===== config.mk =====
export PLATFORM = sky130hd
export DESIGN_NAME = wakeup_interrupt_dispatch
export DESIGN_NICKNAME = d
export VERILOG_FILES = /design/src/hdl/wake_irq_pkg.sv /design/src/hdl/wakeup_interrupt_dispatch.sv
export SDC_FILE = /design/constraint.sdc
export NUM_CORES = 1
export LEC_CHECK = 0
export BUFFER_PORTS_ARGS = -buffer_cell sky130_fd_sc_hd__buf_4
export CAP_MARGIN = 20
export CORE_ASPECT_RATIO = 0.6
export CORE_MARGIN = 2
export CORE_UTILIZATION = 56
export DETAILED_ROUTE_END_ITERATION = 6
export GPL_TIMING_DRIVEN = 0
export PLACE_DENSITY = 0.95
export SLEW_MARGIN = 10
export SYNTH_ARGS = -nofsm -noshare
export SYNTH_HDL_FRONTEND = slang
export SYNTH_SLANG_ARGS = --single-unit

===== constraint.sdc =====
create_clock -name clk -period 5.85 [get_ports clk]
set_clock_uncertainty 0.2 [all_clocks]
set_input_delay 0 -clock clk [delete_from_list [all_inputs] [get_ports clk]]
set_output_delay 0 -clock clk [all_outputs]
set_load 0.03 [all_outputs]

===== src/hdl/wake_irq_pkg.sv =====
// Package: register map, field positions, vectors and types for the wake-up/interrupt dispatch
package wake_irq_pkg;

  // Register indices as printed; byte address is four times the index
  localparam logic [7:0]  IDX_CORE_STATUS   = 8'h03;
  localparam logic [7:0]  IDX_WAKE_CTRL     = 8'h0E;
  localparam logic [7:0]  IDX_FLAG_BANK     = 8'h0F;
  localparam logic [7:0]  IDX_WDT_MASK_TWO  = 8'h10;
  localparam logic [7:0]  IDX_MASK_BANK     = 8'h11;
  localparam logic [7:0]  IDX_CORE_CONTROL  = 8'h12;
  localparam logic [7:0]  IDX_CONV_CONTROL  = 8'h09;
  localparam logic [7:0]  IDX_DISPATCH      = 8'h13;

  // Reset values
  localparam logic [7:0]  RST_ZERO          = 8'h00;
  localparam logic [7:0]  RST_CORE_CONTROL  = 8'hB0;

  // Field positions: mask bank and flag bank share one layout
  localparam int          B_MAIN_TIMER      = 0;
  localparam int          B_PIN_CHANGE      = 1;
  localparam int          B_EXT_PIN         = 2;
  localparam int          B_AUX_A           = 3;
  localparam int          B_AUX_B           = 4;
  localparam int          B_AUX_C           = 5;
  localparam int          B_HIGH_PULSE      = 6;
  localparam int          B_LOW_PULSE       = 7;
  // Wake control register fields
  localparam int          B_PC_WAKE         = 1;
  localparam int          B_CONV_WAKE       = 3;
  localparam int          B_CONV_FLAG       = 5;
  // Watchdog control / second mask fields
  localparam int          B_CONV_IRQ_EN     = 5;
  localparam int          B_WDOG_EN         = 7;
  // Conversion control run bit
  localparam int          B_CONV_RUN        = 4;
  // Core status: reset cause bits
  localparam int          B_ST_PINWAKE      = 7;
  localparam int          B_ST_T            = 4;
  localparam int          B_ST_P            = 3;

  // Source numbering in priority order, 0 = highest
  localparam int          NSRC              = 9;
  localparam int          S_EXT = 0, S_PC = 1, S_TMR = 2, S_CONV = 3, S_HP = 4;
  localparam int          S_LP = 5, S_A = 6, S_B = 7, S_C = 8;

  // Vector addresses
  localparam logic [9:0]  VEC_RESET         = 10'h000;
  localparam logic [9:0]  VEC_EXT           = 10'h003;
  localparam logic [9:0]  VEC_PC            = 10'h006;
  localparam logic [9:0]  VEC_TMR           = 10'h009;
  localparam logic [9:0]  VEC_CONV          = 10'h00C;
  localparam logic [9:0]  VEC_HP            = 10'h012;
  localparam logic [9:0]  VEC_LP            = 10'h015;
  localparam logic [9:0]  VEC_A             = 10'h018;
  localparam logic [9:0]  VEC_B             = 10'h01B;
  localparam logic [9:0]  VEC_C             = 10'h01E;

  // APB
  localparam logic [31:0] APB_ZERO          = 32'h0000_0000;

  typedef enum logic [1:0] {MODE_NORMAL, MODE_SLEEP, MODE_ISR} mode_t;

  // Event strobes from peripherals and core, one cycle each
  typedef struct packed {
    logic       ext_pin;
    logic       pin_change;
    logic       main_timer;
    logic       conv_done;
    logic       high_pulse;
    logic       low_pulse;
    logic       aux_a;
    logic       aux_b;
    logic       aux_c;
    logic       wdog_timeout;
  } event_t;

  // Instruction strobes from the sequencer
  typedef struct packed {
    logic       irq_on;
    logic       irq_off;
    logic       sleep;
    logic       reti;
    logic       wdog_clear;
  } instr_t;

  // Context saved on entry to a service routine
  typedef struct packed {
    logic [7:0] acc;
    logic [7:0] status;
    logic [7:0] ram_sel;
  } ctx_t;

  // Dispatch request to the sequencer
  typedef struct packed {
    logic       take;
    logic [9:0] vector;
    logic       resume;
    logic       soft_reset;
  } dispatch_t;

endpackage : wake_irq_pkg


===== src/hdl/wakeup_interrupt_dispatch.sv =====
// Wake-up and interrupt dispatch with APB register access
`timescale 1ns/1ps
module wakeup_interrupt_dispatch
  import wake_irq_pkg::*;
(
  input  wire logic                    clk,
  input  wire logic                    arst_n,
  input  wire logic                    psel,
  input  wire logic                    penable,
  input  wire logic                    pwrite,
  input  wire logic [11:0]             paddr,
  input  wire logic [31:0]             pwdata,
  output logic                         pready,
  output logic                         pslverr,
  output logic [31:0]                  prdata,
  input  wire logic                    soft_rst_req,
  input  wire wake_irq_pkg::event_t    events,
  input  wire wake_irq_pkg::instr_t    instr,
  input  wire wake_irq_pkg::ctx_t      ctx_in,
  output wake_irq_pkg::ctx_t           ctx_out,
  output logic                         ctx_restore,
  output wake_irq_pkg::dispatch_t      dispatch,
  output logic                         sleeping,
  output logic                         clocks_run,
  output logic                         conv_stop,
  output logic                         global_irq_en
);
  import wake_irq_pkg::*;

  ////////////////////////////////////////////////////////////////////////////
  // State

  typedef struct packed {
    mode_t      mode;
    logic       gie;
    logic [7:0] flags;
    logic [7:0] mask;
    logic [7:0] wake;
    logic [7:0] wdog;
    logic [7:0] ctrl;
    logic [7:0] conv;
    logic [7:0] status;
    ctx_t       saved;
    dispatch_t  disp;
    logic       restore;
    logic       conv_stop;
    logic [7:0] rdata;
  } state_t;

  state_t st_r;
  state_t st_nxt;

  ////////////////////////////////////////////////////////////////////////////
  // APB decode: zero-wait slave, error on unmapped index

  logic        acc_phase;
  logic        wr_hit;
  logic [7:0]  idx;
  logic        mapped;
  logic [7:0]  wd;

  assign acc_phase = psel && penable;
  assign idx       = paddr[9:2];
  assign wd        = pwdata[7:0];
  assign mapped    = (idx == IDX_CORE_STATUS) || (idx == IDX_WAKE_CTRL)
                  || (idx == IDX_FLAG_BANK) || (idx == IDX_WDT_MASK_TWO)
                  || (idx == IDX_MASK_BANK) || (idx == IDX_CORE_CONTROL)
                  || (idx == IDX_CONV_CONTROL) || (idx == IDX_DISPATCH);
  assign wr_hit    = acc_phase && pwrite && mapped;
  assign pready    = 1'b1;
  assign pslverr   = acc_phase && !mapped;

  ////////////////////////////////////////////////////////////////////////////
  // Event qualification per source, priority order

  logic [NSRC-1:0] raw;
  logic [NSRC-1:0] en;
  logic [NSRC-1:0] pend;
  logic [9:0]      vec_tab [NSRC];

  assign raw = {events.aux_c, events.aux_b, events.aux_a, events.low_pulse,
                events.high_pulse, events.conv_done, events.main_timer,
                events.pin_change, events.ext_pin};
  assign en  = {st_r.mask[B_AUX_C], st_r.mask[B_AUX_B], st_r.mask[B_AUX_A],
                st_r.mask[B_LOW_PULSE], st_r.mask[B_HIGH_PULSE],
                st_r.wdog[B_CONV_IRQ_EN], st_r.mask[B_MAIN_TIMER],
                st_r.mask[B_PIN_CHANGE], st_r.mask[B_EXT_PIN]};
  assign pend = {st_r.flags[B_AUX_C], st_r.flags[B_AUX_B], st_r.flags[B_AUX_A],
                 st_r.flags[B_LOW_PULSE], st_r.flags[B_HIGH_PULSE],
                 st_r.wake[B_CONV_FLAG], st_r.flags[B_MAIN_TIMER],
                 st_r.flags[B_PIN_CHANGE], st_r.flags[B_EXT_PIN]} & en;

  assign vec_tab[S_EXT]  = VEC_EXT;
  assign vec_tab[S_PC]   = VEC_PC;
  assign vec_tab[S_TMR]  = VEC_TMR;
  assign vec_tab[S_CONV] = VEC_CONV;
  assign vec_tab[S_HP]   = VEC_HP;
  assign vec_tab[S_LP]   = VEC_LP;
  assign vec_tab[S_A]    = VEC_A;
  assign vec_tab[S_B]    = VEC_B;
  assign vec_tab[S_C]    = VEC_C;

  // Highest pending source wins; lower index first
  logic [9:0] win_vec;
  logic       any_pend;
  always_comb begin
    win_vec  = VEC_RESET;
    any_pend = 1'b0;
    for (int i = NSRC - 1; i >= 0; i--) begin
      if (pend[i]) begin
        win_vec  = vec_tab[i];
        any_pend = 1'b1;
      end
    end
  end

  ////////////////////////////////////////////////////////////////////////////
  // Next state

  logic in_sleep;
  logic wdog_fire;
  logic pc_wake;
  logic conv_wake;
  logic wake_now;
  logic pc_flag_ok;

  assign in_sleep   = (st_r.mode == MODE_SLEEP);
  assign wdog_fire  = events.wdog_timeout && st_r.wdog[B_WDOG_EN];
  assign pc_wake    = in_sleep && events.pin_change && st_r.wake[B_PC_WAKE];
  assign conv_wake  = in_sleep && events.conv_done && st_r.wake[B_CONV_WAKE];
  assign wake_now   = pc_wake || conv_wake;
  // Pin change flag needs its own enable in every mode; others, except the converter flag, always latch
  assign pc_flag_ok = events.pin_change && st_r.mask[B_PIN_CHANGE];

  always_comb begin
    st_nxt           = st_r;
    st_nxt.disp      = '0;
    st_nxt.restore   = 1'b0;
    st_nxt.rdata     = RST_ZERO;

    // Software writes; a write of zero clears a flag
    if (wr_hit) begin
      if (idx == IDX_WAKE_CTRL) begin
        st_nxt.wake = wd;
      end else if (idx == IDX_FLAG_BANK) begin
        st_nxt.flags = wd;
      end else if (idx == IDX_WDT_MASK_TWO) begin
        st_nxt.wdog = wd;
      end else if (idx == IDX_MASK_BANK) begin
        st_nxt.mask = wd;
      end else if (idx == IDX_CORE_CONTROL) begin
        st_nxt.ctrl = wd;
      end else if (idx == IDX_CONV_CONTROL) begin
        // Run bit can be set by software but never cleared by it
        st_nxt.conv = {wd[7:5], st_r.conv[B_CONV_RUN] | wd[B_CONV_RUN], wd[3:0]};
      end else if (idx == IDX_CORE_STATUS) begin
        st_nxt.status = {st_r.status[7:5], wd[4:0]};
      end
    end

    // Hardware sets win over a same-cycle software clear
    if (events.ext_pin)    st_nxt.flags[B_EXT_PIN]    = 1'b1;
    if (events.main_timer) st_nxt.flags[B_MAIN_TIMER] = 1'b1;
    if (events.high_pulse) st_nxt.flags[B_HIGH_PULSE] = 1'b1;
    if (events.low_pulse)  st_nxt.flags[B_LOW_PULSE]  = 1'b1;
    if (events.aux_a)      st_nxt.flags[B_AUX_A]      = 1'b1;
    if (events.aux_b)      st_nxt.flags[B_AUX_B]      = 1'b1;
    if (events.aux_c)      st_nxt.flags[B_AUX_C]      = 1'b1;
    if (pc_flag_ok)        st_nxt.flags[B_PIN_CHANGE] = 1'b1;
    if (events.conv_done) begin
      st_nxt.conv[B_CONV_RUN] = 1'b0;  // Run clears on completion
      if (st_r.wdog[B_CONV_IRQ_EN]) st_nxt.wake[B_CONV_FLAG] = 1'b1;
    end

    // Global enable
    if (instr.irq_on || instr.reti) st_nxt.gie = 1'b1;
    if (instr.irq_off)              st_nxt.gie = 1'b0;
    if (instr.wdog_clear) begin
      st_nxt.status[B_ST_T] = 1'b1;
      st_nxt.status[B_ST_P] = 1'b1;
    end

    st_nxt.conv_stop = 1'b0;
    case (st_r.mode)
      MODE_NORMAL, MODE_ISR: begin
        if (instr.reti && st_r.mode == MODE_ISR) begin
          st_nxt.mode    = MODE_NORMAL;
          st_nxt.restore = 1'b1;
        end else if (instr.sleep) begin
          st_nxt.mode = MODE_SLEEP;
          st_nxt.status[B_ST_T] = 1'b1;
          st_nxt.status[B_ST_P] = 1'b0;
          // Converter idle in sleep unless it may wake or flag
          if (!st_r.wake[B_CONV_WAKE] && !st_r.wdog[B_CONV_IRQ_EN]) begin
            st_nxt.conv[B_CONV_RUN] = 1'b0;
            st_nxt.conv_stop        = 1'b1;
          end
        end else if (st_r.gie && any_pend) begin
          // Vector: save context, mask further nesting until return
          st_nxt.mode        = MODE_ISR;
          st_nxt.gie         = 1'b0;
          st_nxt.saved       = ctx_in;
          st_nxt.disp.take   = 1'b1;
          st_nxt.disp.vector = win_vec;
        end
      end
      MODE_SLEEP: begin
        if (events.conv_done && !st_r.wake[B_CONV_WAKE]) begin
          st_nxt.conv_stop = 1'b1;
        end
        if (wake_now) begin
          st_nxt.mode = MODE_NORMAL;
          st_nxt.disp.resume = 1'b1;
          if (pc_wake) begin
            st_nxt.status[B_ST_PINWAKE] = 1'b1;
          end
          // Vector taken on the following cycle by the normal branch
        end
      end
      default: st_nxt.mode = MODE_NORMAL;
    endcase

    // Watchdog: wake if asleep, then reset to address zero
    if (wdog_fire) begin
      st_nxt               = st_r;
      st_nxt.disp          = '0;
      st_nxt.restore       = 1'b0;
      st_nxt.rdata         = RST_ZERO;
      st_nxt.conv_stop     = 1'b0;
      st_nxt.mode          = MODE_NORMAL;
      st_nxt.disp.soft_reset = 1'b1;
      st_nxt.disp.vector   = VEC_RESET;
      st_nxt.disp.resume   = in_sleep;
    end
    if (wdog_fire || soft_rst_req) begin
      st_nxt.gie    = 1'b0;
      st_nxt.flags  = RST_ZERO;
      st_nxt.mask   = RST_ZERO;
      st_nxt.wake   = RST_ZERO;
      st_nxt.wdog   = RST_ZERO;
      st_nxt.conv   = RST_ZERO;
      st_nxt.ctrl   = RST_CORE_CONTROL;
      // Watchdog clears T and keeps P, so software can tell sleep from run
      st_nxt.status = {3'b000, 1'b0, st_r.status[B_ST_P], st_r.status[2:0]};
      if (soft_rst_req) begin
        st_nxt.mode            = MODE_NORMAL;
        st_nxt.disp.soft_reset = 1'b1;
        st_nxt.disp.vector     = VEC_RESET;
        st_nxt.status[B_ST_T]  = in_sleep ? 1'b1 : st_r.status[B_ST_T];
        st_nxt.status[B_ST_P]  = in_sleep ? 1'b0 : st_r.status[B_ST_P];
      end
    end

    // Read data captured in setup so it stands during access
    if (psel && !penable && !pwrite) begin
      if (idx == IDX_CORE_STATUS) begin
        st_nxt.rdata = st_r.status;
      end else if (idx == IDX_WAKE_CTRL) begin
        st_nxt.rdata = st_r.wake;
      end else if (idx == IDX_FLAG_BANK) begin
        st_nxt.rdata = st_r.flags;
      end else if (idx == IDX_WDT_MASK_TWO) begin
        st_nxt.rdata = st_r.wdog;
      end else if (idx == IDX_MASK_BANK) begin
        st_nxt.rdata = st_r.mask;
      end else if (idx == IDX_CORE_CONTROL) begin
        st_nxt.rdata = st_r.ctrl;
      end else if (idx == IDX_CONV_CONTROL) begin
        st_nxt.rdata = st_r.conv;
      end else if (idx == IDX_DISPATCH) begin
        st_nxt.rdata = {5'b00000, st_r.gie, st_r.mode};
      end
    end
  end

  // Registered state; power-on values only
  always_ff @(posedge clk or negedge arst_n) begin
    if (!arst_n) begin
      st_r        <= '0;
      st_r.mode   <= MODE_NORMAL;
      st_r.ctrl   <= RST_CORE_CONTROL;
      st_r.status <= 8'h18;
    end else begin
      st_r <= st_nxt;
    end
  end

  ////////////////////////////////////////////////////////////////////////////
  // Outputs

  assign prdata        = {24'h000000, st_r.rdata};
  assign ctx_out       = st_r.saved;
  assign ctx_restore   = st_r.restore;
  assign dispatch      = st_r.disp;
  assign sleeping      = in_sleep;
  // Clocks stop in sleep unless a conversion may wake us
  assign clocks_run    = !in_sleep || st_r.wake[B_CONV_WAKE];
  assign conv_stop     = st_r.conv_stop;
  assign global_irq_en = st_r.gie;

  ////////////////////////////////////////////////////////////////////////////
  // Checks

  AST_TIMER_NO_WAKE: assert property (@(posedge clk) disable iff (!arst_n)
    in_sleep && events.main_timer && !events.pin_change && !events.conv_done
    && !wdog_fire && !soft_rst_req |=> sleeping)
    else $error("main timer woke the device");
  AST_PC_NOWAKE_FLAG: assert property (@(posedge clk) disable iff (!arst_n)
    in_sleep && events.pin_change && !st_r.wake[B_PC_WAKE] && st_r.mask[B_PIN_CHANGE]
    && !wdog_fire && !soft_rst_req && !events.conv_done
    |=> sleeping && st_r.flags[B_PIN_CHANGE] && !clocks_run)
    else $error("pin change flag or sleep wrong");
  AST_PC_WAKE_NOFLAG: assert property (@(posedge clk) disable iff (!arst_n)
    in_sleep && events.pin_change && st_r.wake[B_PC_WAKE] && !st_r.mask[B_PIN_CHANGE]
    && !st_r.flags[B_PIN_CHANGE] && !wdog_fire && !soft_rst_req && !(wr_hit && idx == IDX_FLAG_BANK)
    |=> !sleeping && dispatch.resume && !st_r.flags[B_PIN_CHANGE])
    else $error("pin change wake wrong");
  AST_PC_VECTOR: assert property (@(posedge clk) disable iff (!arst_n)
    in_sleep && st_r.gie && events.pin_change && st_r.wake[B_PC_WAKE]
    && st_r.mask[B_PIN_CHANGE] && pend[S_EXT:S_EXT] == 1'b0 && !wdog_fire && !soft_rst_req
    && !instr.irq_off && !(wr_hit)
    |=> ##1 dispatch.take && dispatch.vector == 10'h006)
    else $error("wake did not vector to 006H");
  AST_WDOG_RESET: assert property (@(posedge clk) disable iff (!arst_n)
    wdog_fire |=> dispatch.soft_reset && dispatch.vector == 10'h000 && st_r.mask == 8'h00)
    else $error("watchdog did not reset");
  AST_GIE_ON: assert property (@(posedge clk) disable iff (!arst_n)
    instr.irq_on && !instr.irq_off && !wdog_fire && !soft_rst_req && !in_sleep
    && !any_pend |=> global_irq_en)
    else $error("enable instruction ignored");
  AST_PRIORITY: assert property (@(posedge clk) disable iff (!arst_n)
    st_r.mode == MODE_NORMAL && st_r.gie && pend[S_EXT] && !instr.sleep && !instr.reti
    && !wdog_fire && !soft_rst_req |=> dispatch.vector == 10'h003)
    else $error("external source not served first");
  AST_SLEEP_CONV_STOP: assert property (@(posedge clk) disable iff (!arst_n)
    st_r.mode == MODE_NORMAL && instr.sleep && !instr.reti && !st_r.wake[B_CONV_WAKE]
    && !st_r.wdog[B_CONV_IRQ_EN] && !wr_hit && !wdog_fire && !soft_rst_req
    |=> conv_stop && !st_r.conv[B_CONV_RUN] && sleeping)
    else $error("converter not stopped on sleep entry");
  AST_FLAG_HOLD: assert property (@(posedge clk) disable iff (!arst_n)
    st_r.flags[B_AUX_A] && !wr_hit && !wdog_fire && !soft_rst_req |=> st_r.flags[B_AUX_A])
    else $error("flag dropped without software clear");
  AST_RESTORE: assert property (@(posedge clk) disable iff (!arst_n)
    st_r.mode == MODE_ISR && instr.reti && !wdog_fire && !soft_rst_req
    |=> ctx_restore ##1 !ctx_restore)
    else $error("context not restored on return");

endmodule : wakeup_interrupt_dispatch


## Yosys cells after proc, flatten, opt, wreduce, memory -nomap -nowiden

Index checks and enable logic that the tools add are counted.

| word-level totals | value |
|---|---|
| input port bits | 89 |
| output and inout bits | 76 |
| register bits | 106 |
| logic and storage cells | 244 |

| cells by class | value |
|---|---|
| reductions and logical operators | 74 |
| muxes and demuxes | 99 |
| bitwise operators | 12 |
| eq/ne operators | 27 |

Operators with widths:

| cell | number |
|---|---|
| 35-bit 2-to-1 mux | 4 |
| 8-bit 2-to-1 mux | 17 |
| 106-bit 2-to-1 mux | 1 |
| 10-bit 2-to-1 mux | 9 |
| 32-bit 2-to-1 mux | 2 |
| 59-bit 2-to-1 mux | 1 |
| 56-bit 2-to-1 mux | 1 |
| 24-bit 2-to-1 mux | 2 |
| 3-bit nonzero test | 16 |
| 1-bit 2-to-1 mux | 44 |
| 8-bit by 5-bit == test with 1-bit output (second input constant) | 4 |
| 16-bit 2-to-1 mux | 2 |
| 4-bit AND reduction | 8 |
| 3-bit inequality test (second input constant) | 9 |
| 8-bit by 4-bit == test with 1-bit output (second input constant) | 3 |
| 5-bit 2-to-1 mux | 4 |
| 2-bit 2-to-1 mux | 9 |
| 1-bit logical AND | 16 |
| 2-bit inequality test (second input constant) | 6 |
| 2-bit nonzero test | 6 |
| 1-bit logical OR | 11 |
| 1-bit NOT | 10 |
| 10-bit AND reduction | 1 |
| 5-bit AND reduction | 2 |
| other kinds (17) | 24 |

## Longest topological paths before layout

Gate-level depths: netlist (run 1).

| depth | value |
|---|---|
| depth after elaboration | 25 |
| gate-level depth with buffers | 8 |
| gate-level depth less buffers | 7 |

## Worst setup path after synthesis (run 1)

No wires, ideal clock.

| timing | value |
|---|---|
| path type | flip-flop to flip-flop |
| start point | register st_r[100] in the netlist's numbering |
| end point | register st_r (netlist bit ctx_out[10]) |
| setup slack | 3687 ps |
| cell stages (with the launch flop) | 8 |
| arrival time | 1838 ps |
| required time | 5525 ps |
| path buffers | 2 |
| path through | dfrtp_1 -> a222oi_1 -> nand4_1 -> and3_4 -> and2_4 -> buf_6 -> buf_12 -> mux2_4 |

| between the ends | value |
|---|---|
| cells in the longest elaborated chain, start to end | 12 |

Ends and longest elaborated chain:

| item | RTL line | source |
|---|---|---|
| from (decl) | wakeup_interrupt_dispatch.sv:50 | `state_t st_r;` |
| from (signal assigned) | wakeup_interrupt_dispatch.sv:284 | `st_r <= st_nxt;` |
| 9-bit bitwise AND | wakeup_interrupt_dispatch.sv:91 | `st_r.flags[B_PIN_CHANGE], st_r.flags[B_EXT_PIN]} & en;` |
| 1-bit 2-to-1 mux (9 in series) | wakeup_interrupt_dispatch.sv:110 | `if (pend[i]) begin` |
| 1-bit logical AND | wakeup_interrupt_dispatch.sv:198 | `end else if (st_r.gie && any_pend) begin` |
| 5-bit AND reduction (no line) | -- |  |

No other way between the ends.
A chain may end at the register's enable or synchronous reset.

## Worst setup path in the final report (run 1)

| timing | value |
|---|---|
| start point | register st_r[78] in the netlist's numbering |
| end point | register st_r[95] in the netlist's numbering |

| between the ends | value |
|---|---|
| cells in the longest elaborated chain, start to end | 4 |

Ends and longest elaborated chain:

| item | RTL line | source |
|---|---|---|
| 1-bit logical AND (*) | wakeup_interrupt_dispatch.sv:128 | `assign wdog_fire = events.wdog_timeout && st_r.wdog[B_WDOG_EN];` |
| 1-bit logical OR | wakeup_interrupt_dispatch.sv:235 | `if (wdog_fire \|\| soft_rst_req) begin` |
| 3-bit inequality test (no line) (tied with other cells) | -- |  |
| 4-bit AND reduction (no line) | -- |  |

Mark *: on every way between the ends. The rest lies on a longest branch, timed or not.

==> results.py, run 1 <==
metrics = {
    "clocking": {
        "cts.sinks": 99,
        "ctsHtreeMaxLevel": 3,
        "postCtsHoldBufs": 66,
        "clk_path_buf_depth": 2,
        "cts_buffers": 9,
        "insertion_delay_ps": 350,
        "clk_pin_slew_ps": 80,
        "cts_tree": "built",
        "postCtsSetupBuffers": 0,
        "post_cts_resized": 0,
        "cts-root-buf": "clkbuf_16",
    },
    "sta": {
        "slew_viol_final": 0,
        "holdWs_ps": -2.45,
        "hold_viol_final": 2,
        "finalCritPeriodShare_pct": 54.1,
        "rsz0062_at_grt": "false",
        "maxSlewHeadroom_pct": 48.0,
        "fmax_mhz": 316,
        "period_needed_ps": 3170,
        "setup_tns_ps": 0,
        "setup_viol": 0,
        "tightest_slew_ps": 781,
    },
    "logic_synthesis": {
        "synth_area_per_cell_um2": 9.99,
        "ys_top_cells_by_count": "dfrtp_1 (94), buf_4 (70), nor2_1 (48)",
        "synth_compound_gate_area_share_pct": 12.0,
        "syn_inst": 547,
        "synthSimpleGateAreaFrac_pct": 15.2,
        "synthTopCellsByArea": "dfrtp_1 (43%), buf_4 (9.6%), mux2i_1 (7.0%), mux2_4 (5.2%), a21oi_1 (3.3%)",
        "yosys.area.top_type": "dfrtp_1",
        "async_flop_share_pct": 100,
        "synthAdderAreaFrac_pct": 0,
        "yosys.area.top_type_share_pct": 43.1,
        "synth.most_common_cell": "dfrtp_1",
        "ys_types": 57,
        "synth-seq-area-share_pct": 45.5,
        "syn_area_um2": 5460,
        "synth_mux_area_share_pct": 13.8,
        "synth_seq_cells": 99,
        "synth-xor-area-share_pct": 0,
        "synth-edff-count": 0,
        "yosysWarnings": 0,
        "synth_top_family_by_area": "simple AND/OR/NAND/NOR gates",
        "synth_flop_cell": "dfrtp_1",
    },
    "critical_path": {
        "critPathMostFrequentCell": "clkbuf_1",
        "cp_slowest_cell": "dlygate4sd3_1",
        "startpoint": "st_r[78]",
        "max_stage_delay_ps": 580,
        "critPathCaptureType": "register",
        "rrSetupSlack_ps": 2680,
        "path_class": "register to register",
        "path_delay_family": "buffers and inverters",
        "crit_required_ps": 5930,
        "critPathBufInv": 4,
        "cp_max_fo": 10,
        "cp-start-kind": "register",
        "worstPathArrival_ps": 3250,
        "r2r_start": "st_r[78]",
        "path_cells": "and2_1, nor2_2, inv_1, clkbuf_1, clkbuf_1, a21oi_1, dlygate4sd3_1",
    },
    "layout": {
        "n_antenna_cell": 0,
        "final_util_pct": 80.9,
        "drive_gt1_share_pct": 31.8,
        "syn_to_final_growth_pct": 38.1,
        "final_nets": 848,
        "final_cells": 894,
        "multi_input_comb_area_um2": 2350,
        "seqCellArea_um2": 2480,
        "fillers": 552,
    },
    "floorplanning": {
        "die_w_um": 132,
        "row_count": 27,
        "core-area_um2": 9320,
        "start_util_pct": 58.6,
        "io_pins": 165,
        "dieHeight_um": 80.5,
        "fp.dieArea_um2": 10600,
    },
    "pwr": {
        "ir_drop_v": 0.000188,
        "power_density_nw_per_um2": 210,
        "p_leak_uw": 0.00372,
        "total_power_uw": 1590,
    },
    "place": {
        "numPortBuffers": 106,
        "place_congestion": 0.974,
        "dp.cells": 812,
        "hpwlAfterDp_mm": 13.1,
    },
    "drt": {
        "wl_mm": 20.3,
        "first_iter_violations": 549,
        "dr.pass1.iters": 5,
        "wire_per_inst_um": 22.7,
        "vias_per_cell": 5.86,
        "antenna_left": 0,
        "drc": 0,
        "vias": 5237,
    },
    "grt": {
        "grt_max_degree": 54,
        "antenna_found_initial": 0,
        "overflow": 0,
        "grt_pass1_vias": 5333,
        "grt_pass1_wl_mm": 30.2,
        "track_usage_pct": 38.7,
    },
    "job": {
        "max_cap_viol_count": 0,
    },
    "status": {
        "violations": "negative hold slack",
        "run_status": "finished, violations left",
    },
    "worst_hold_path": {
        "min_path_type": "primary input to asynchronous set/reset pin",
    },
}
-- cell type report --
type	count	area share, %
Clock inverter	5	1.13
Inverter	14	0.697
Multi-Input combinational cell	365	31.2
Clock buffer	11	3.22
Buffer	97	8.97
Timing Repair Buffer	173	19.7
Tap cell	130	2.16
Sequential cell	99	32.9
-- per-stage QoR --
| stage | area [µm²] | hold slack, ps | setup WS (ps) |
|---|---|---|---|
| floorplan | 5570 | -496 | 3690 |
| global placement | 6530 | -40.5 | 3370 |
| detailed placement | 6550 | -148 | 3290 |
| CTS | 7540 | 23.0 | 2880 |
| global route | 7540 | 56.6 | 2600 |
| finish | 7540 | -2.45 | 2680 |
-- layer usage --
| layer | share of wire, % | global-route usage, % |
|---|---|---|
| met5 | 0 | 0 |
| met4 | 4.5 | 18.8 |
| met3 | 12 | 11.8 |
| met2 | 46 | 63.4 |
| met1 | 37 | 47.4 |
-- cell families (layout without fill, tap and decap cells) --
kind of cell / count (synthesis) / after routing
AOI/OAI and AO/OA: 102 / 102
other: 2 / 30
and+or+nand+nor: 168 / 168
buffers and inverters: 111 / 300
muxes: 65 / 65
DFF: 99 / 99
-- registers in the layout, summed over array words and instances, names as in the netlist --
register,cells
prdata,8
conv_stop,1
en,9
ctx_restore,1
dispatch,8
st_r,47
ctx_out,24
global_irq_en,1
-- where the power goes --
part           total (µW)  internal (µW)  leakage, µW  switching (µW)
registers             704            692      0.00135            11.3
clock network         660            389     0.000156             271
logic                 222           95.0      0.00222             127
-- placed cells by master (no fill, tap or decap), types with 3 or more instances in the layout --
cell	count
and2_1	4
mux2i_1	38
a32o_1	5
o2bb2ai_1	3
nor3b_1	5
nor3_1	9
nor2_1	48
o22ai_1	3
dlygate4sd3_1	66
and3_1	4
a22oi_1	4
a32oi_1	6
dfrtp_1	94
nand2b_1	7
conb_1	30
o311ai_0	3
a221oi_1	5
clkbuf_1	14
mux2_2	8
inv_1	14
mux2_4	19
nand4b_1	3
buf_1	3
dfstp_2	5
a21oi_1	36
nand3_1	18
o21ai_0	24
buf_4	176
nand2_1	47
nor2b_1	3
buf_2	8
clkbuf_16	9
-- final timing paths --
check                              endpoint  cells past startpoint
worst min register to register   ctx_out[3]                      1
worst max-delay path               st_r[95]                      7
worst min-delay path            ctx_out[23]                      2
worst max register to register     st_r[95]                      7
min in group clk                  prdata[6]                      5
max in group asynchronous          st_r[68]                      3
-- worst register-to-register path, cell delays in order (launching register included) --
cell           delay (ps)
dfrtp_1               490
and2_1                260
nor2_2                500
inv_1                 160
clkbuf_1              330
clkbuf_1              370
a21oi_1               210
dlygate4sd3_1         580
(Power assumes the default switching activity.)
==> inputs of run 2 (changes only) <==
--- a/config.mk
+++ b/config.mk
@@ -9,10 +9,10 @@
 export CAP_MARGIN = 20
 export CORE_ASPECT_RATIO = 0.6
 export CORE_MARGIN = 2
-export CORE_UTILIZATION = 56
+export CORE_UTILIZATION = 47
 export DETAILED_ROUTE_END_ITERATION = 6
 export GPL_TIMING_DRIVEN = 0
-export PLACE_DENSITY = 0.95
+export PLACE_DENSITY = 0.88
 export SLEW_MARGIN = 10
 export SYNTH_ARGS = -nofsm -noshare
 export SYNTH_HDL_FRONTEND = slang
==> constraint.sdc (replaced) <==
create_clock -name clk -period 2.8 [get_ports clk]
set_clock_uncertainty 0.2 [all_clocks]
set_input_delay 0 -clock clk [delete_from_list [all_inputs] [get_ports clk]]
set_output_delay 0 -clock clk [all_outputs]
set_load 0.03 [all_outputs]
==> results.py, run 2 (same netlist as run 1, synthesis figures left out) <==
metrics = {
    "drt": {
        "dr_wl_met3_mm": 1.99,
        "first_iter_violations": 568,
        "vias": 5013,
        "wl_mm": 17.3,
        "antenna_left": 0,
        "dr.pass1.iters": 6,
        "wire_per_inst_um": 18.8,
        "met2_length_mm": 7.94,
        "wl_met1_mm": 7.00,
        "vias_per_cell": 5.44,
        "top_layer_used": "met4",
        "drc": 0,
    },
    "sta": {
        "period_needed_ps": 2630,
        "setup_tns_ps": 0,
        "hold_viol_final": 0,
        "fmax_mhz": 381,
        "holdWs_ps": 22.7,
        "tightest_slew_ps": 734,
        "finalCritPeriodShare_pct": 93.8,
        "fin_ws_ps": 174,
        "rsz0062_at_grt": "false",
        "setup_viol": 0,
        "maxSlewHeadroom_pct": 51.1,
        "slew_viol_final": 0,
    },
    "grt": {
        "antenna_found_initial": 0,
        "grt_max_degree": 55,
        "overflow": 0,
        "track_usage_pct": 27.6,
        "grt_pass1_wl_mm": 25.9,
        "grt_pass1_vias": 4836,
    },
    "clocking": {
        "ctsHtreeMaxLevel": 3,
        "cts_buffers": 9,
        "clk_pin_slew_ps": 70,
        "clk_path_buf_depth": 2,
        "insertion_delay_ps": 350,
        "cts_tree": "built",
        "cts.sinks": 99,
        "postCtsSetupBuffers": 0,
        "cts-root-buf": "clkbuf_16",
    },
    "pwr": {
        "p_switching_uw": 820,
        "p_leak_uw": 0.00370,
        "combPwrFrac_pct": 14.1,
        "power_density_nw_per_um2": 420,
        "ir_drop_v": 0.000273,
        "total_power_uw": 3170,
        "p_int_uw": 2350,
        "pwr-share-seq_pct": 46.5,
        "power_frac_clock_pct": 39.4,
        "switching_share_pct": 25.9,
    },
    "critical_path": {
        "critPathCaptureType": "register",
        "critPathBufInv": 2,
        "path_delay_family": "buffers and inverters",
        "cp_max_fo": 8,
        "rrSetupSlack_ps": 170,
        "path_class": "register to register",
        "crit_required_ps": 2890,
        "cp_slowest_cell": "dlygate4sd3_1",
        "worstPathArrival_ps": 2720,
        "rr_endpoint": "st_r[50]",
        "cp-start-kind": "register",
        "path_cells": "a21oi_1, nand2_1, nor2_1, o32a_1, dlygate4sd3_1, a21oi_1, dlygate4sd3_1",
        "max_stage_delay_ps": 560,
        "r2r_start": "st_r[104]",
        "worst-r2r-cell-count": 7,
    },
    "layout": {
        "final_nets": 845,
        "final_cell_mix": "buf_4 (176), dfrtp_1 (93), dlygate4sd3_1 (63)",
        "seqCellArea_um2": 2480,
        "multi_input_comb_area_um2": 2360,
        "finalInstanceArea_um2": 7530,
        "fillers": 869,
        "largest_reg_flops": 47,
        "drive_gt1_share_pct": 32.1,
        "n_antenna_cell": 0,
        "syn_to_final_growth_pct": 37.9,
        "regMostFlops": "st_r",
        "layout_commonest_cell": "buf_4",
    },
    "floorplanning": {
        "io_pins": 165,
        "row_count": 30,
        "start_util_pct": 48.3,
        "dieHeight_um": 87.5,
        "fp.dieArea_um2": 12500,
        "die_w_um": 143,
        "core-area_um2": 11300,
    },
    "place": {
        "numPortBuffers": 106,
        "place_congestion": 0.973,
        "dpl-instance-area_um2": 6590,
        "hpwlAfterDp_mm": 11.8,
        "place_ws_ps": 393,
    },
    "status": {
        "run_status": "finished clean",
    },
    "worst_hold_path": {
        "min_path_type": "primary input to asynchronous set/reset pin",
    },
    "job": {
        "max_cap_viol_count": 0,
    },
}
## run 2: cell count changes in the layout (fill, tap and decap cells not counted)
cell,change
nor2_2,-2
dfrtp_1,-1
inv_6,-1
nor2_4,+2
clkinv_4,+1
clkbuf_8,+3
clkinvlp_4,-1
dfrtp_2,+1
bufinv_16,-2
dlygate4sd3_1,-3
## run 2: worst max-delay path by stage
stage	startpoint	endpoint	slack (ps)	depth (start not counted)
2_1_floorplan	st_r[100]	ctx_out[10]	640	7
3_3_place_gp	st_r[100]	ctx_out[9]	430	7
3_5_place_dp	st_r[100]	ctx_out[5]	390	7
4_1_cts	st_r[78]	st_r[59]	60	6
5_1_grt	st_r[104]	st_r[50]	20	7
6_report	st_r[104]	st_r[50]	170	7
## run 2: routing by layer
metal,global-route usage [%],up-vias
met4,9.45,0
met1,38.6,2371
met5,0,-
met2,42.7,359
met3,6.54,56
li1,-,2227
## run 2: worst reg2reg max path, cell delays in order, from the launching register on
cell           delay [ps]
dfrtp_1               520
a21oi_1               110
nand2_1               180
nor2_1                 60
o32a_1                280
dlygate4sd3_1         550
a21oi_1               110
dlygate4sd3_1         560
## run 2: what timing repair did
item	4_1_cts	5_1_grt
gates resized for setup	0	3
setup endpoints to repair	0	7
hold endpoints to repair	188	0
hold buffers	63	0
## run 2: metrics by stage
| step | std cells | utilization (%) |
|---|---|---|
| floorplan | 575 | - |
| detailed placement | 842 | 58.3 |
| global placement | 841 | 58.1 |
| finish | 921 | 66.7 |
| CTS | 921 | 66.6 |
| global route | 921 | 66.7 |
## run 2: layout make-up
cell class / instances / area share [%]
clock buffers: 14 / 3.77
multi-input cells: 365 / 31.4
clock inverters: 2 / 0.232
repair buffers: 170 / 19.3
plain buffers: 97 / 8.98
flip-flops and latches: 99 / 33.0
inverters: 14 / 0.697
well taps: 160 / 2.66
## run 2: power groups by stage
stage,clock network (µW),registers (µW),logic [µW]
2_1_floorplan,0,1490,189
3_3_place_gp,0,1490,349
3_5_place_dp,0,1500,360
4_1_cts,1260,1470,435
5_1_grt,1320,1470,476
6_report,1250,1470,447
==> inputs of run 3 (changes only) <==
--- a/config.mk
+++ b/config.mk
@@ -7,7 +7,6 @@
 export LEC_CHECK = 0
 export BUFFER_PORTS_ARGS = -buffer_cell sky130_fd_sc_hd__buf_4
 export CAP_MARGIN = 20
-export CORE_ASPECT_RATIO = 0.6
 export CORE_MARGIN = 2
 export CORE_UTILIZATION = 47
 export DETAILED_ROUTE_END_ITERATION = 6
==> results.py, run 3 (same netlist as run 1, synthesis figures left out) <==
metrics = {
    "status": {
        "run_status": "finished clean",
    },
    "sta": {
        "slew_viol_final": 0,
        "setup_tns_ps": 0,
        "rsz0062_at_grt": "false",
        "fmax_mhz": 370,
        "finalCritPeriodShare_pct": 96.5,
        "period_needed_ps": 2700,
        "setup_viol": 0,
        "tightest_slew_ps": 706,
        "maxSlewHeadroom_pct": 52.9,
        "hold_viol_final": 0,
    },
    "layout": {
        "n_antenna_cell": 0,
        "largest_reg_flops": 47,
        "layout_commonest_cell": "buf_4",
        "regMostFlops": "st_r",
        "syn_to_final_growth_pct": 37.4,
        "final_nets": 844,
        "final_cell_mix": "buf_4 (176), dfrtp_1 (94), dlygate4sd3_1 (62)",
        "final_util_pct": 66.0,
        "drive_gt1_share_pct": 32.2,
    },
    "grt": {
        "overflow": 0,
        "grt_pass1_wl_mm": 27.3,
        "grt_util_met1_pct": 34.8,
        "grtUsageMet3_pct": 4.57,
        "grt_max_degree": 65,
        "track_usage_pct": 28.1,
        "busiest_layer": "met2",
        "met2_usage_pct": 49.7,
        "antenna_found_initial": 0,
        "grt_pass1_vias": 5046,
    },
    "drt": {
        "wl_mm": 17.5,
        "antenna_left": 0,
        "dr.pass1.iters": 5,
        "vias_per_cell": 5.57,
        "vias": 5027,
        "drc": 0,
        "first_iter_violations": 380,
        "wire_per_inst_um": 19.4,
    },
    "critical_path": {
        "worstPathArrival_ps": 2740,
        "worst-r2r-cell-count": 7,
        "max_stage_delay_ps": 590,
        "startpoint": "st_r[100]",
        "rr_endpoint": "ctx_out[21]",
        "path_cells": "a222oi_1, nand4_1, and3_4, and2_4, buf_6, buf_12, mux2_4",
        "cp-start-kind": "register",
        "critPathCaptureType": "register",
        "r2r_start": "st_r[100]",
        "cp_max_fo": 10,
        "crit_required_ps": 2830,
        "cp_slowest_cell": "a222oi_1",
        "path_class": "register to register",
        "rrSetupSlack_ps": 100,
        "worstSetupEndpoint": "ctx_out[21]",
    },
    "place": {
        "place_congestion": 1.05,
        "numPortBuffers": 106,
        "hpwlAfterDp_mm": 11.3,
    },
    "clocking": {
        "cts_tree": "built",
        "cts-root-buf": "clkbuf_16",
        "clk_path_buf_depth": 2,
        "cts_buffers": 9,
        "clk_pin_slew_ps": 70,
        "ctsHtreeMaxLevel": 3,
        "insertion_delay_ps": 350,
        "postCtsSetupBuffers": 0,
        "cts.sinks": 99,
    },
    "job": {
        "max_cap_viol_count": 0,
    },
    "floorplanning": {
        "dieHeight_um": 112,
        "io_pins": 165,
        "fp.dieArea_um2": 12500,
        "start_util_pct": 48.0,
        "core-area_um2": 11400,
        "die_w_um": 112,
        "row_count": 39,
    },
    "pwr": {
        "power_density_nw_per_um2": 417,
        "p_leak_uw": 0.00369,
        "total_power_uw": 3130,
        "ir_drop_v": 0.000296,
    },
    "worst_hold_path": {
        "min_path_type": "primary input to register",
    },
}
## run 3: how the worst min path moves through the flow
| stage | startpoint | endpoint | slack [ps] | depth (start not counted) |
|---|---|---|---|---|
| 6_report | psel | prdata[3] | 20 | 4 |
| 5_1_grt | psel | prdata[7] | 30 | 4 |
| 4_1_cts | psel | prdata[3] | 20 | 4 |
| 3_5_place_dp | arst_n | ctx_out[10] | -210 | 1 |
| 3_3_place_gp | instr[3] | global_irq_en | -40 | 2 |
| 2_1_floorplan | arst_n | conv_stop | -500 | 0 |
## run 3: repair_timing
action,in CTS,in global routing
gates resized for setup,0,2
hold buffers,63,0
hold endpoints to repair,188,0
setup endpoints to repair,0,6
## run 3: metal layers
metal / routed length, µm / part of all wire, %
met1: 6870 / 39
met2: 8820 / 50
met3: 1240 / 7.1
met4: 543 / 3.1
met5: 0 / 0
## run 3: layout make-up
cell class	instances	area (µm²)
flip-flops and latches	99	2480
inverters	14	52.6
well taps	143	179
multi-input cells	365	2360
plain buffers	96	673
repair buffers	170	1460
fillers	829	3860
clock inverters	5	35.0
clock buffers	11	253
## run 3: report_power, final
| part | switching [µW] | internal, µW | total [µW] |
|---|---|---|---|
| clock | 564 | 653 | 1220 |
| combinational | 248 | 198 | 447 |
| sequential | 21.8 | 1450 | 1470 |
## run 3: critical path, delay by kind of cell (launching register included)
| kind | cells | cell delay (ps) |
|---|---|---|
| buffers and inverters | 2 | 290 |
| flip-flops | 1 | 420 |
| multiplexers | 1 | 320 |
| AND/OR/NAND/NOR | 3 | 750 |
| AO/OA/AOI/OAI | 1 | 590 |
## run 3: per-stage QoR
stage	area (µm²)	hold WS (ps)	std cells	worst slack [ps]
floorplan	5570	-496	575	637
global placement	6540	-37.6	824	321
detailed placement	6570	-210	825	212
CTS	7500	21.1	904	79.0
global route	7500	30.0	903	36.7
finish	7500	15.2	903	98.6
